### src/rtl/atwc_cfg.svh
`ifndef ATWC_CFG_SVH
`define ATWC_CFG_SVH
// byte addresses on the wishbone bus
`define ATWC_WAVE_CTRL_A_OFS 8'hB0
`define ATWC_WAVE_CTRL_B_OFS 8'hB1
`define ATWC_COUNT_OFS 8'hB2
`define ATWC_CMP_A_OFS 8'hB3
`define ATWC_CMP_B_OFS 8'hB4
`define ATWC_ASYNC_STAT_OFS 8'hB6
`define ATWC_GEN_CTRL_OFS 8'hB8
`define ATWC_IRQ_STAT_OFS 8'hBC
`define ATWC_IRQ_MASK_OFS 8'hC0
// field positions
`define ATWC_ACT_A_LSB 6
`define ATWC_ACT_B_LSB 4
`define ATWC_WGM_HI_BIT 3
`define ATWC_EXT_CLK_BIT 6
`define ATWC_ASYNC_SEL_BIT 5
`define ATWC_PRESC_RST_BIT 1
// reset value and counter limits
`define ATWC_REG_RESET 8'h00
`define ATWC_BOTTOM 8'h00
`define ATWC_MAX 8'hFF
// prescaler taps: bit n of the free-running divider pulses every 2^(n+1) ticks
`define ATWC_DIV8_TAP 2
`define ATWC_DIV32_TAP 4
`define ATWC_DIV64_TAP 5
`define ATWC_DIV128_TAP 6
`define ATWC_DIV256_TAP 7
`define ATWC_DIV1024_TAP 9
`endif

### src/rtl/atwc_pkg.sv
package atwc_pkg;
    typedef enum logic [2:0] {
        ATWC_CS_STOP = 3'h0,
        ATWC_CS_DIV1 = 3'h1,
        ATWC_CS_DIV8 = 3'h2,
        ATWC_CS_DIV32 = 3'h3,
        ATWC_CS_DIV64 = 3'h4,
        ATWC_CS_DIV128 = 3'h5,
        ATWC_CS_DIV256 = 3'h6,
        ATWC_CS_DIV1024 = 3'h7
    } atwc_presc_e;
    typedef enum logic [1:0] {
        ATWC_DIR_UP = 2'b01,
        ATWC_DIR_DOWN = 2'b10
    } atwc_dir_e;
    typedef logic [7:0] atwc_byte_t;
endpackage

### src/rtl/atwc_timer.sv
`timescale 1ns/1ps
`include "atwc_cfg.svh"
module atwc_timer
    import atwc_pkg::*;
(
    input wire logic clk_i,
    input wire logic rst_i,
    input wire logic ce_i,
    input wire logic osc_in_pin_i,
    input wire logic cyc_i,
    input wire logic stb_i,
    input wire logic we_i,
    input wire logic [7:0] adr_i,
    input wire logic [3:0] sel_i,
    input wire logic [31:0] dat_i,
    output logic [31:0] dat_o,
    output logic ack_o,
    output logic compare_out_a_o,
    output logic compare_out_b_o,
    output logic compare_out_a_en_o,
    output logic compare_out_b_en_o,
    output logic osc_pins_detached_o,
    output logic osc_in_buffer_en_o,
    output logic irq_o
);
    // registers
    logic [7:0] wca_q, wca_d;
    logic wgm_hi_q, wgm_hi_d;
    atwc_presc_e cs_q, cs_d;
    logic [7:0] cnt_q, cnt_d;
    logic [7:0] cmpa_q, cmpa_d, cmpb_q, cmpb_d;
    logic [7:0] cmpa_buf_q, cmpa_buf_d, cmpb_buf_q, cmpb_buf_d;
    logic ext_clk_q, ext_clk_d, async_q, async_d;
    logic [2:0] ist_q, ist_d, imsk_q, imsk_d;
    logic [31:0] rdat_q, rdat_d;
    logic ack_q, ack_d;
    logic oa_q, oa_d, ob_q, ob_d;
    logic oea_q, oea_d, oeb_q, oeb_d, det_q, det_d, ibuf_q, ibuf_d, irq_q, irq_d;
    atwc_dir_e dir_q, dir_d;
    logic [9:0] pre_q, pre_d;
    logic blk_q, blk_d;
    logic src_s1_q, src_s2_q, src_s3_q;

    logic wr, rd, src_tick, tick, presc_rst;
    logic [2:0] wgm;
    logic pwm_fast, pwm_pc, use_cmpa_top;
    logic [7:0] top, cmpa_eff, cmpb_eff;
    logic at_top, at_bot, ovf_ev, match_a, match_b, cnt_wr, lower_write;

    assign wr = cyc_i && stb_i && we_i && !ack_q && sel_i[0];
    assign rd = cyc_i && stb_i && !ack_q;
    assign wgm = {wgm_hi_q, wca_q[1:0]};
    assign pwm_fast = (wgm[1:0] == 2'b11);
    assign pwm_pc = (wgm[1:0] == 2'b01);
    assign use_cmpa_top = wgm[2] || (wgm == 3'd2);
    assign top = use_cmpa_top ? cmpa_q : `ATWC_MAX;
    assign at_top = (cnt_q == top);
    assign at_bot = (cnt_q == `ATWC_BOTTOM);
    assign presc_rst = wr && (adr_i == `ATWC_GEN_CTRL_OFS) && dat_i[`ATWC_PRESC_RST_BIT];
    assign cnt_wr = wr && (adr_i == `ATWC_COUNT_OFS);

    // oscillator pin sampled as a synchronous level; with async_q set a rising edge gives one source tick, else every cycle ticks
    always_ff @(posedge clk_i) begin
        if (rst_i) begin
            src_s1_q <= 1'b0;
            src_s2_q <= 1'b0;
            src_s3_q <= 1'b0;
        end else if (ce_i) begin
            src_s1_q <= osc_in_pin_i;
            src_s2_q <= src_s1_q;
            src_s3_q <= src_s2_q;
        end
    end
    assign src_tick = async_q ? (src_s2_q && !src_s3_q) : 1'b1;

    // prescaled enable selection
    always_comb begin
        case (cs_q)
            ATWC_CS_STOP: tick = 1'b0;
            ATWC_CS_DIV1: tick = src_tick;
            ATWC_CS_DIV8: tick = src_tick && (&pre_q[`ATWC_DIV8_TAP:0]);
            ATWC_CS_DIV32: tick = src_tick && (&pre_q[`ATWC_DIV32_TAP:0]);
            ATWC_CS_DIV64: tick = src_tick && (&pre_q[`ATWC_DIV64_TAP:0]);
            ATWC_CS_DIV128: tick = src_tick && (&pre_q[`ATWC_DIV128_TAP:0]);
            ATWC_CS_DIV256: tick = src_tick && (&pre_q[`ATWC_DIV256_TAP:0]);
            ATWC_CS_DIV1024: tick = src_tick && (&pre_q[`ATWC_DIV1024_TAP:0]);
            default: tick = 1'b0;
        endcase
    end

    // active compare values: direct in non-pwm, buffered otherwise
    assign cmpa_eff = (pwm_fast || pwm_pc) ? cmpa_buf_q : cmpa_q;
    assign cmpb_eff = (pwm_fast || pwm_pc) ? cmpb_buf_q : cmpb_q;
    assign match_a = tick && !blk_q && (cnt_q == cmpa_eff);
    assign match_b = tick && !blk_q && (cnt_q == cmpb_eff);

    // waveform action for one channel; in pwm modes with wgm_hi_q set, is_a allows code 01 toggle
    function automatic logic wave_next(input logic cur, input logic [1:0] act, input logic match,
                                       input logic [7:0] cmp, input logic is_a);
        logic nxt;
        nxt = cur;
        if (!pwm_fast && !pwm_pc) begin
            if (match) begin
                case (act)
                    2'b01: nxt = !cur;
                    2'b10: nxt = 1'b0;
                    2'b11: nxt = 1'b1;
                    default: nxt = cur;
                endcase
            end
        end else if (act == 2'b01) begin
            if (is_a && wgm_hi_q && match) begin
                nxt = !cur;
            end
        end else if (act[1]) begin
            if (pwm_fast) begin
                if (match && !(cmp == top)) begin
                    nxt = act[0];
                end
                if (tick && at_top) begin
                    nxt = !act[0];
                end
            end else begin
                if (match && !(cmp == top)) begin
                    nxt = (dir_q == ATWC_DIR_UP) ? act[0] : !act[0];
                end else if (tick && at_top && cmp == top) begin
                    nxt = !act[0];
                end
            end
        end
        return nxt;
    endfunction

    always_comb begin
        wca_d = wca_q;
        wgm_hi_d = wgm_hi_q;
        cs_d = cs_q;
        cmpa_d = cmpa_q;
        cmpb_d = cmpb_q;
        ext_clk_d = ext_clk_q;
        async_d = async_q;
        imsk_d = imsk_q;
        cnt_d = cnt_q;
        dir_d = dir_q;
        blk_d = blk_q;
        cmpa_buf_d = cmpa_buf_q;
        cmpb_buf_d = cmpb_buf_q;
        pre_d = pre_q;
        ovf_ev = 1'b0;
        lower_write = 1'b0;
        if (src_tick) begin
            pre_d = pre_q + 10'd1;
        end
        if (presc_rst) begin
            pre_d = '0;
        end
        if (tick) begin
            blk_d = 1'b0;
            if (pwm_pc) begin
                if (dir_q == ATWC_DIR_UP) begin
                    if (at_top) begin
                        dir_d = ATWC_DIR_DOWN;
                        cnt_d = cnt_q - 8'd1;
                        cmpa_buf_d = cmpa_q;
                        cmpb_buf_d = cmpb_q;
                    end else begin
                        cnt_d = cnt_q + 8'd1;
                    end
                end else if (at_bot) begin
                    dir_d = ATWC_DIR_UP;
                    cnt_d = cnt_q + 8'd1;
                    ovf_ev = 1'b1;
                end else begin
                    cnt_d = cnt_q - 8'd1;
                end
            end else begin
                dir_d = ATWC_DIR_UP;
                if (at_top && (use_cmpa_top || pwm_fast)) begin
                    cnt_d = `ATWC_BOTTOM;
                end else begin
                    cnt_d = cnt_q + 8'd1;
                end
                if (pwm_fast && at_top) begin
                    cmpa_buf_d = cmpa_q;
                    cmpb_buf_d = cmpb_q;
                end
                if ((wgm == 3'd7) ? at_top : (cnt_q == `ATWC_MAX)) begin
                    ovf_ev = 1'b1;
                end
            end
        end
        if (!pwm_fast && !pwm_pc) begin
            cmpa_buf_d = cmpa_d;
            cmpb_buf_d = cmpb_d;
        end
        if (wr) begin
            case (adr_i)
                `ATWC_WAVE_CTRL_A_OFS: wca_d = {dat_i[7:4], 2'b00, dat_i[1:0]};
                `ATWC_WAVE_CTRL_B_OFS: begin
                    wgm_hi_d = dat_i[`ATWC_WGM_HI_BIT];
                    cs_d = atwc_presc_e'(dat_i[2:0]);
                end
                `ATWC_COUNT_OFS: begin
                    cnt_d = dat_i[7:0];
                    blk_d = 1'b1;
                end
                `ATWC_CMP_A_OFS: cmpa_d = dat_i[7:0];
                `ATWC_CMP_B_OFS: cmpb_d = dat_i[7:0];
                `ATWC_ASYNC_STAT_OFS: begin
                    ext_clk_d = dat_i[`ATWC_EXT_CLK_BIT];
                    async_d = dat_i[`ATWC_ASYNC_SEL_BIT];
                end
                `ATWC_IRQ_MASK_OFS: imsk_d = dat_i[2:0];
                default: lower_write = 1'b0;
            endcase
        end
    end

    // outputs, status, bus answer
    always_comb begin
        oa_d = oa_q;
        ob_d = ob_q;
        if (!cnt_wr) begin
            oa_d = wave_next(oa_q, wca_q[7:6], match_a, cmpa_eff, 1'b1);
            ob_d = wave_next(ob_q, wca_q[5:4], match_b, cmpb_eff, 1'b0);
        end
        oea_d = |wca_q[7:6];
        oeb_d = |wca_q[5:4];
        det_d = async_q;
        ibuf_d = async_q && ext_clk_q;
        // sticky events: 0 overflow, 1 match a, 2 match b; set beats clear
        ist_d = ist_q;
        if (wr && adr_i == `ATWC_IRQ_STAT_OFS) begin
            ist_d = ist_q & ~dat_i[2:0];
        end
        ist_d = ist_d | {match_b, match_a, ovf_ev};
        irq_d = |(ist_d & imsk_d);
        ack_d = rd;
        rdat_d = '0;
        if (rd && !we_i) begin
            case (adr_i)
                `ATWC_WAVE_CTRL_A_OFS: rdat_d[7:0] = wca_q & 8'hF3;
                `ATWC_WAVE_CTRL_B_OFS: rdat_d[7:0] = {4'h0, wgm_hi_q, cs_q};
                `ATWC_COUNT_OFS: rdat_d[7:0] = cnt_q;
                `ATWC_CMP_A_OFS: rdat_d[7:0] = cmpa_q;
                `ATWC_CMP_B_OFS: rdat_d[7:0] = cmpb_q;
                `ATWC_ASYNC_STAT_OFS: rdat_d[7:0] = {1'b0, ext_clk_q, async_q, 5'h00};
                `ATWC_IRQ_STAT_OFS: rdat_d[2:0] = ist_q;
                `ATWC_IRQ_MASK_OFS: rdat_d[2:0] = imsk_q;
                default: rdat_d = '0;
            endcase
        end
    end

    always_ff @(posedge clk_i) begin
        if (rst_i) begin
            wca_q <= `ATWC_REG_RESET;
            wgm_hi_q <= 1'b0;
            cs_q <= ATWC_CS_STOP;
            cnt_q <= `ATWC_REG_RESET;
            cmpa_q <= `ATWC_REG_RESET;
            cmpb_q <= `ATWC_REG_RESET;
            cmpa_buf_q <= `ATWC_REG_RESET;
            cmpb_buf_q <= `ATWC_REG_RESET;
            ext_clk_q <= 1'b0;
            async_q <= 1'b0;
            ist_q <= 3'h0;
            imsk_q <= 3'h0;
            rdat_q <= 32'h0;
            ack_q <= 1'b0;
            oa_q <= 1'b0;
            ob_q <= 1'b0;
            oea_q <= 1'b0;
            oeb_q <= 1'b0;
            det_q <= 1'b0;
            ibuf_q <= 1'b0;
            irq_q <= 1'b0;
            dir_q <= ATWC_DIR_UP;
            pre_q <= 10'h000;
            blk_q <= 1'b0;
        end else if (ce_i) begin
            wca_q <= wca_d;
            wgm_hi_q <= wgm_hi_d;
            cs_q <= cs_d;
            cnt_q <= cnt_d;
            cmpa_q <= cmpa_d;
            cmpb_q <= cmpb_d;
            cmpa_buf_q <= cmpa_buf_d;
            cmpb_buf_q <= cmpb_buf_d;
            ext_clk_q <= ext_clk_d;
            async_q <= async_d;
            ist_q <= ist_d;
            imsk_q <= imsk_d;
            rdat_q <= rdat_d;
            ack_q <= ack_d;
            oa_q <= oa_d;
            ob_q <= ob_d;
            oea_q <= oea_d;
            oeb_q <= oeb_d;
            det_q <= det_d;
            ibuf_q <= ibuf_d;
            irq_q <= irq_d;
            dir_q <= dir_d;
            pre_q <= pre_d;
            blk_q <= blk_d;
        end
    end

    assign dat_o = rdat_q;
    assign ack_o = ack_q;
    assign compare_out_a_o = oa_q;
    assign compare_out_b_o = ob_q;
    assign compare_out_a_en_o = oea_q;
    assign compare_out_b_en_o = oeb_q;
    assign osc_pins_detached_o = det_q;
    assign osc_in_buffer_en_o = ibuf_q;
    assign irq_o = irq_q;
endmodule

### config.mk
export PLATFORM = sky130hd
export DESIGN_NAME = atwc_timer
export DESIGN_NICKNAME = d
export VERILOG_FILES = /design/src/rtl/atwc_pkg.sv /design/src/rtl/atwc_timer.sv
export VERILOG_INCLUDE_DIRS = /design/src /design/src/rtl
export SDC_FILE = /design/constraint.sdc
export NUM_CORES = 1
export LEC_CHECK = 0
export BUFFER_PORTS_ARGS = -buffer_cell sky130_fd_sc_hd__buf_4
export CORE_ASPECT_RATIO = 2
export CORE_UTILIZATION = 60
export CTS_BUF_LIST = sky130_fd_sc_hd__clkbuf_4 sky130_fd_sc_hd__clkbuf_8
export CTS_CLUSTER_DIAMETER = 150
export DETAILED_ROUTE_END_ITERATION = 10
export GPL_ROUTABILITY_DRIVEN = 1
export HOLD_SLACK_MARGIN = 0.1
export PLACE_DENSITY = 0.83
export SYNTH_ARGS = -nofsm -noshare
export SYNTH_HDL_FRONTEND = slang
export SYNTH_SLANG_ARGS = --single-unit
export TNS_END_PERCENT = 1
### constraint.sdc
create_clock -name clk_i -period 3.9 [get_ports clk_i]
set_input_delay 0.78 -clock clk_i [delete_from_list [all_inputs] [get_ports clk_i]]
set_output_delay 0.78 -clock clk_i [all_outputs]
set_load 0.03 [all_outputs]
==> summary.md <==
| Metric | Value |
|---|---|
| R2R cell count | 8 |
| Reg2reg start | wca_q[0] |
| Commonest non-fill, non-tap cell in the layout | nor2_1 |
| Main synth FF type | dfxtp_1 |
| Crit Path Class | reg -> reg |
| Hold Crit Depth | 2 |
| Share of cells above drive strength 1 | 0.130 |
| WL/cell | 20.6 µm |
| Initial drt markers | between 600 and 700 |
| Clock sink count | 90 |
| Worst path slowest cell | dfxtp_1 |
| Number of synthesized flops with an enable pin | 0 |
| Peak supply drop | between 200 and 250 µV |
| Multi-input logic area | 3960 µm² |
| Resized cells post-CTS | 0 |
| Most frequent cells in the layout | nor2_1 (91), dfxtp_1 (90), nand2_1 (69) |
| ANT cells | 0 |
| Later-pin clock latency in the skew report | 0.37 ns |
| H-tree levels | 3 |
| Antenna Nets Post-Route | 0 |
| Hold_sp | osc_in_buffer_en_o |
| Site Rows | 52 |
| Outcome | finished clean |
| Final wirelength | 19100 µm |
| CP Data Arrival Time | approximately 3.8 ns |
| Hold Path End | osc_in_buffer_en_o |
| Slew Limit Fails | 0 |
| Crit path largest cell delay | 0.92 ns |
| Initial antenna violation count | 0 |
| Critical-path cell list | nand2b_1, a22oi_1, o22ai_1, nand3_1, o21ai_1, a2111oi_0, o211ai_1, o311ai_0 |
| Area Growth Syn to Fin | 6.82% |
| Syn avg cell area | between 7 and 8 µm² |
| Actual slew at the worst max-slew pin | between 0.8 and 0.9 ns |
| Largest net degree at the start of global routing | between 50 and 60 |
| GR Overflow Total | 0 |
| Drt drc | 0 |
| CTS root buf | clkbuf_8 |
| CTS buffer count | 9 |
| Worst-path clk slew | 0.10 ns |
| Fin crit share | 0.908 |
| Syn Inst Count | roughly 780 |
| Synth cell types | 86 |
| Async set or reset register ratio after synthesis | 0 |
| CTS hold repair buffers | 0 |
| Fill count | slightly below 900 |
| CTS tree | built |
| IO Pins | 91 |
| Total GRT Usage | 0.370 |
| Worst Path Max Fanout | 13 |
| PD cells | between 200 and 300 nW/µm² |
| Die Height | roughly 150 µm |
| I/O Buffers | 39 |
| Total die area | 10800 µm² |
| Pleak | ~2.5 nW |
| Nets | ~850 |
| Post-layout total power | 1.73 mW |
| Register area share after synthesis | 0.291 |
| Worst Hold Class | reg -> reg |
| Max_slew headroom | 0.406 |
| YS warnings | 0 |
| Inst Count DP | between 900 and 1000 |
| Setup Viol. Count Final | 0 |
| Post-route minimum period | roughly 3.5 ns |
| RSZ-0062 raised after global routing | no |
| Core ar. | slightly above 10000 µm² |
| Critical path required time | between 4 and 5 ns |
| Max Cap Violations | 0 |
| First-pass GRT wire length | a little over 30000 µm |
| CP endpoint kind | flip-flop |
| R2R Path End | cnt_q[6] |
| Non-Filler Instances | about 930 |
| TNS Setup | 0 ns |
| HPWL after DPL | 14100 µm |
| Via count | ~6100 |
| Sequential Area | 1800 µm² |
| Clock buffer depth | 2 |
| Final Hold Fails | 0 |
| Setup bufs post-CTS | 0 |
| Register-to-register setup slack | ~0.36 ns |
| Routed vias/inst | roughly 6.6 |
| Initial core utilization | 0.615 |
| Startpoint types | flip-flop |
| Synthesized area | 6200 µm² |
| F_max | 283 MHz |
| #FFs+latches synth | 90 |
| Clock Skews | around 0.014 ns |
| Vias in the first global route | around 6000 |
| Final Wtd Congestion | slightly below 1 |
| Die X | between 70 and 80 µm |
| 1st-pass router iterations | 6 |
==> worst max-delay path, delay by kind of cell, from the launching register on <==
kind	cells	cell delay, ns
and+or+nand+nor	2	0.67
DFF	1	0.92
AOI/OAI and AO/OA	6	1.80
==> cells by family (layout without fill, tap and decap cells) <==
| family | Yosys count | count (layout) | synth area share |
|---|---|---|---|
| adders and majority gates | 6 | 6 | 0.0121 |
| muxes | 64 | 64 | 0.114 |
| other | 1 | 24 | 0.000605 |
| buffers and inverters | 102 | 92 | 0.0856 |
| AOI/OAI and AO/OA | 195 | 195 | 0.221 |
| and+or+nand+nor | 292 | 292 | 0.232 |
| xor gates and xnor gates | 31 | 31 | 0.0438 |
| DFF | 90 | 90 | 0.291 |
==> synthesized netlist by cell type (all sizes together), types with 5 or more instances <==
| master | instances | share of area |
|---|---|---|
| nor4 | 10 | 0.011 |
| nand3 | 41 | 0.033 |
| dfxtp | 90 | 0.29 |
| o31ai | 6 | 0.0073 |
| clkbuf | 34 | 0.021 |
| mux2i | 59 | 0.10 |
| and3 | 12 | 0.012 |
| o311ai | 5 | 0.0071 |
| or3 | 5 | 0.0050 |
| ha | 6 | 0.012 |
| a31oi | 11 | 0.012 |
| xnor2 | 26 | 0.037 |
| o211ai | 6 | 0.0073 |
| nor3 | 17 | 0.016 |
| a21oi | 48 | 0.039 |
| a31o | 5 | 0.0071 |
| buf | 48 | 0.053 |
| xor2 | 5 | 0.0071 |
| a221oi | 5 | 0.0071 |
| a211oi | 10 | 0.012 |
| nand2 | 69 | 0.042 |
| nor2b | 8 | 0.0085 |
| a22oi | 17 | 0.021 |
| nor2 | 93 | 0.058 |
| a221o | 5 | 0.0081 |
| inv | 20 | 0.012 |
| o21ai | 28 | 0.023 |
| nand2b | 8 | 0.0081 |
| o22ai | 5 | 0.0050 |
==> state kept, by name (all words and copies together), names as in the netlist, 2 cells and up <==
signal      cells
cmpa_buf_q      8
cs_q            3
dat_o           8
cmpb_buf_q      8
cmpa_q          8
ist_q           3
dir_q           2
cmpb_q          8
imsk_q          3
cnt_q           8
wca_q           6
pre_q          10
==> per-stage QoR <==
| step | utilization | hold WS (ns) | worst slack [ns] | cell area, µm² |
|---|---|---|---|---|
| 2_1_floorplan | - | 0.445 | 1.23 | 6290 |
| 3_3_place_gp | 0.637 | 0.464 | 0.571 | 6430 |
| 3_5_place_dp | 0.637 | 0.472 | 0.536 | 6430 |
| 4_1_cts | 0.657 | 0.486 | 0.500 | 6620 |
| 5_1_grt | 0.657 | 0.502 | 0.158 | 6620 |
| 6_report | 0.657 | 0.482 | 0.361 | 6620 |
==> metal layers <==
layer	vias up	wire length (µm)	GRT usage
met1	2875	6710	0.400
met5	-	0	0
met3	113	1170	0.0485
met4	0	1760	0.306
li1	2817	-	-
met2	333	9450	0.616
==> area by class of cell <==
| class | instances | area share |
|---|---|---|
| Tap cell | 135 | 0.0255 |
| Multi-Input combinational cell | 612 | 0.598 |
| Clock buffer | 11 | 0.0229 |
| Clock inverter | 5 | 0.00680 |
| Timing Repair Buffer | 56 | 0.0635 |
| Sequential cell | 90 | 0.272 |
| Inverter | 20 | 0.0113 |
==> where the power goes <==
group	total [mW]	switching, mW	internal [mW]
clock network	0.640	0.364	0.276
logic	0.158	0.115	0.0430
registers	0.932	0.00680	0.925
total	1.73	0.486	1.24
==> worst max-delay path by stage <==
stage	start	to	slack (ns)	depth (start not counted)
after floorplan	adr_i[0]	irq_o	1.23	8
after global placement	wca_q[0]	cnt_q[6]	0.57	8
after detailed placement	wca_q[0]	cnt_q[6]	0.54	8
after CTS	wca_q[0]	cnt_q[6]	0.50	8
after global routing	wca_q[0]	cnt_q[6]	0.16	8
final	wca_q[0]	cnt_q[6]	0.36	8
(Power assumes the default switching activity.)
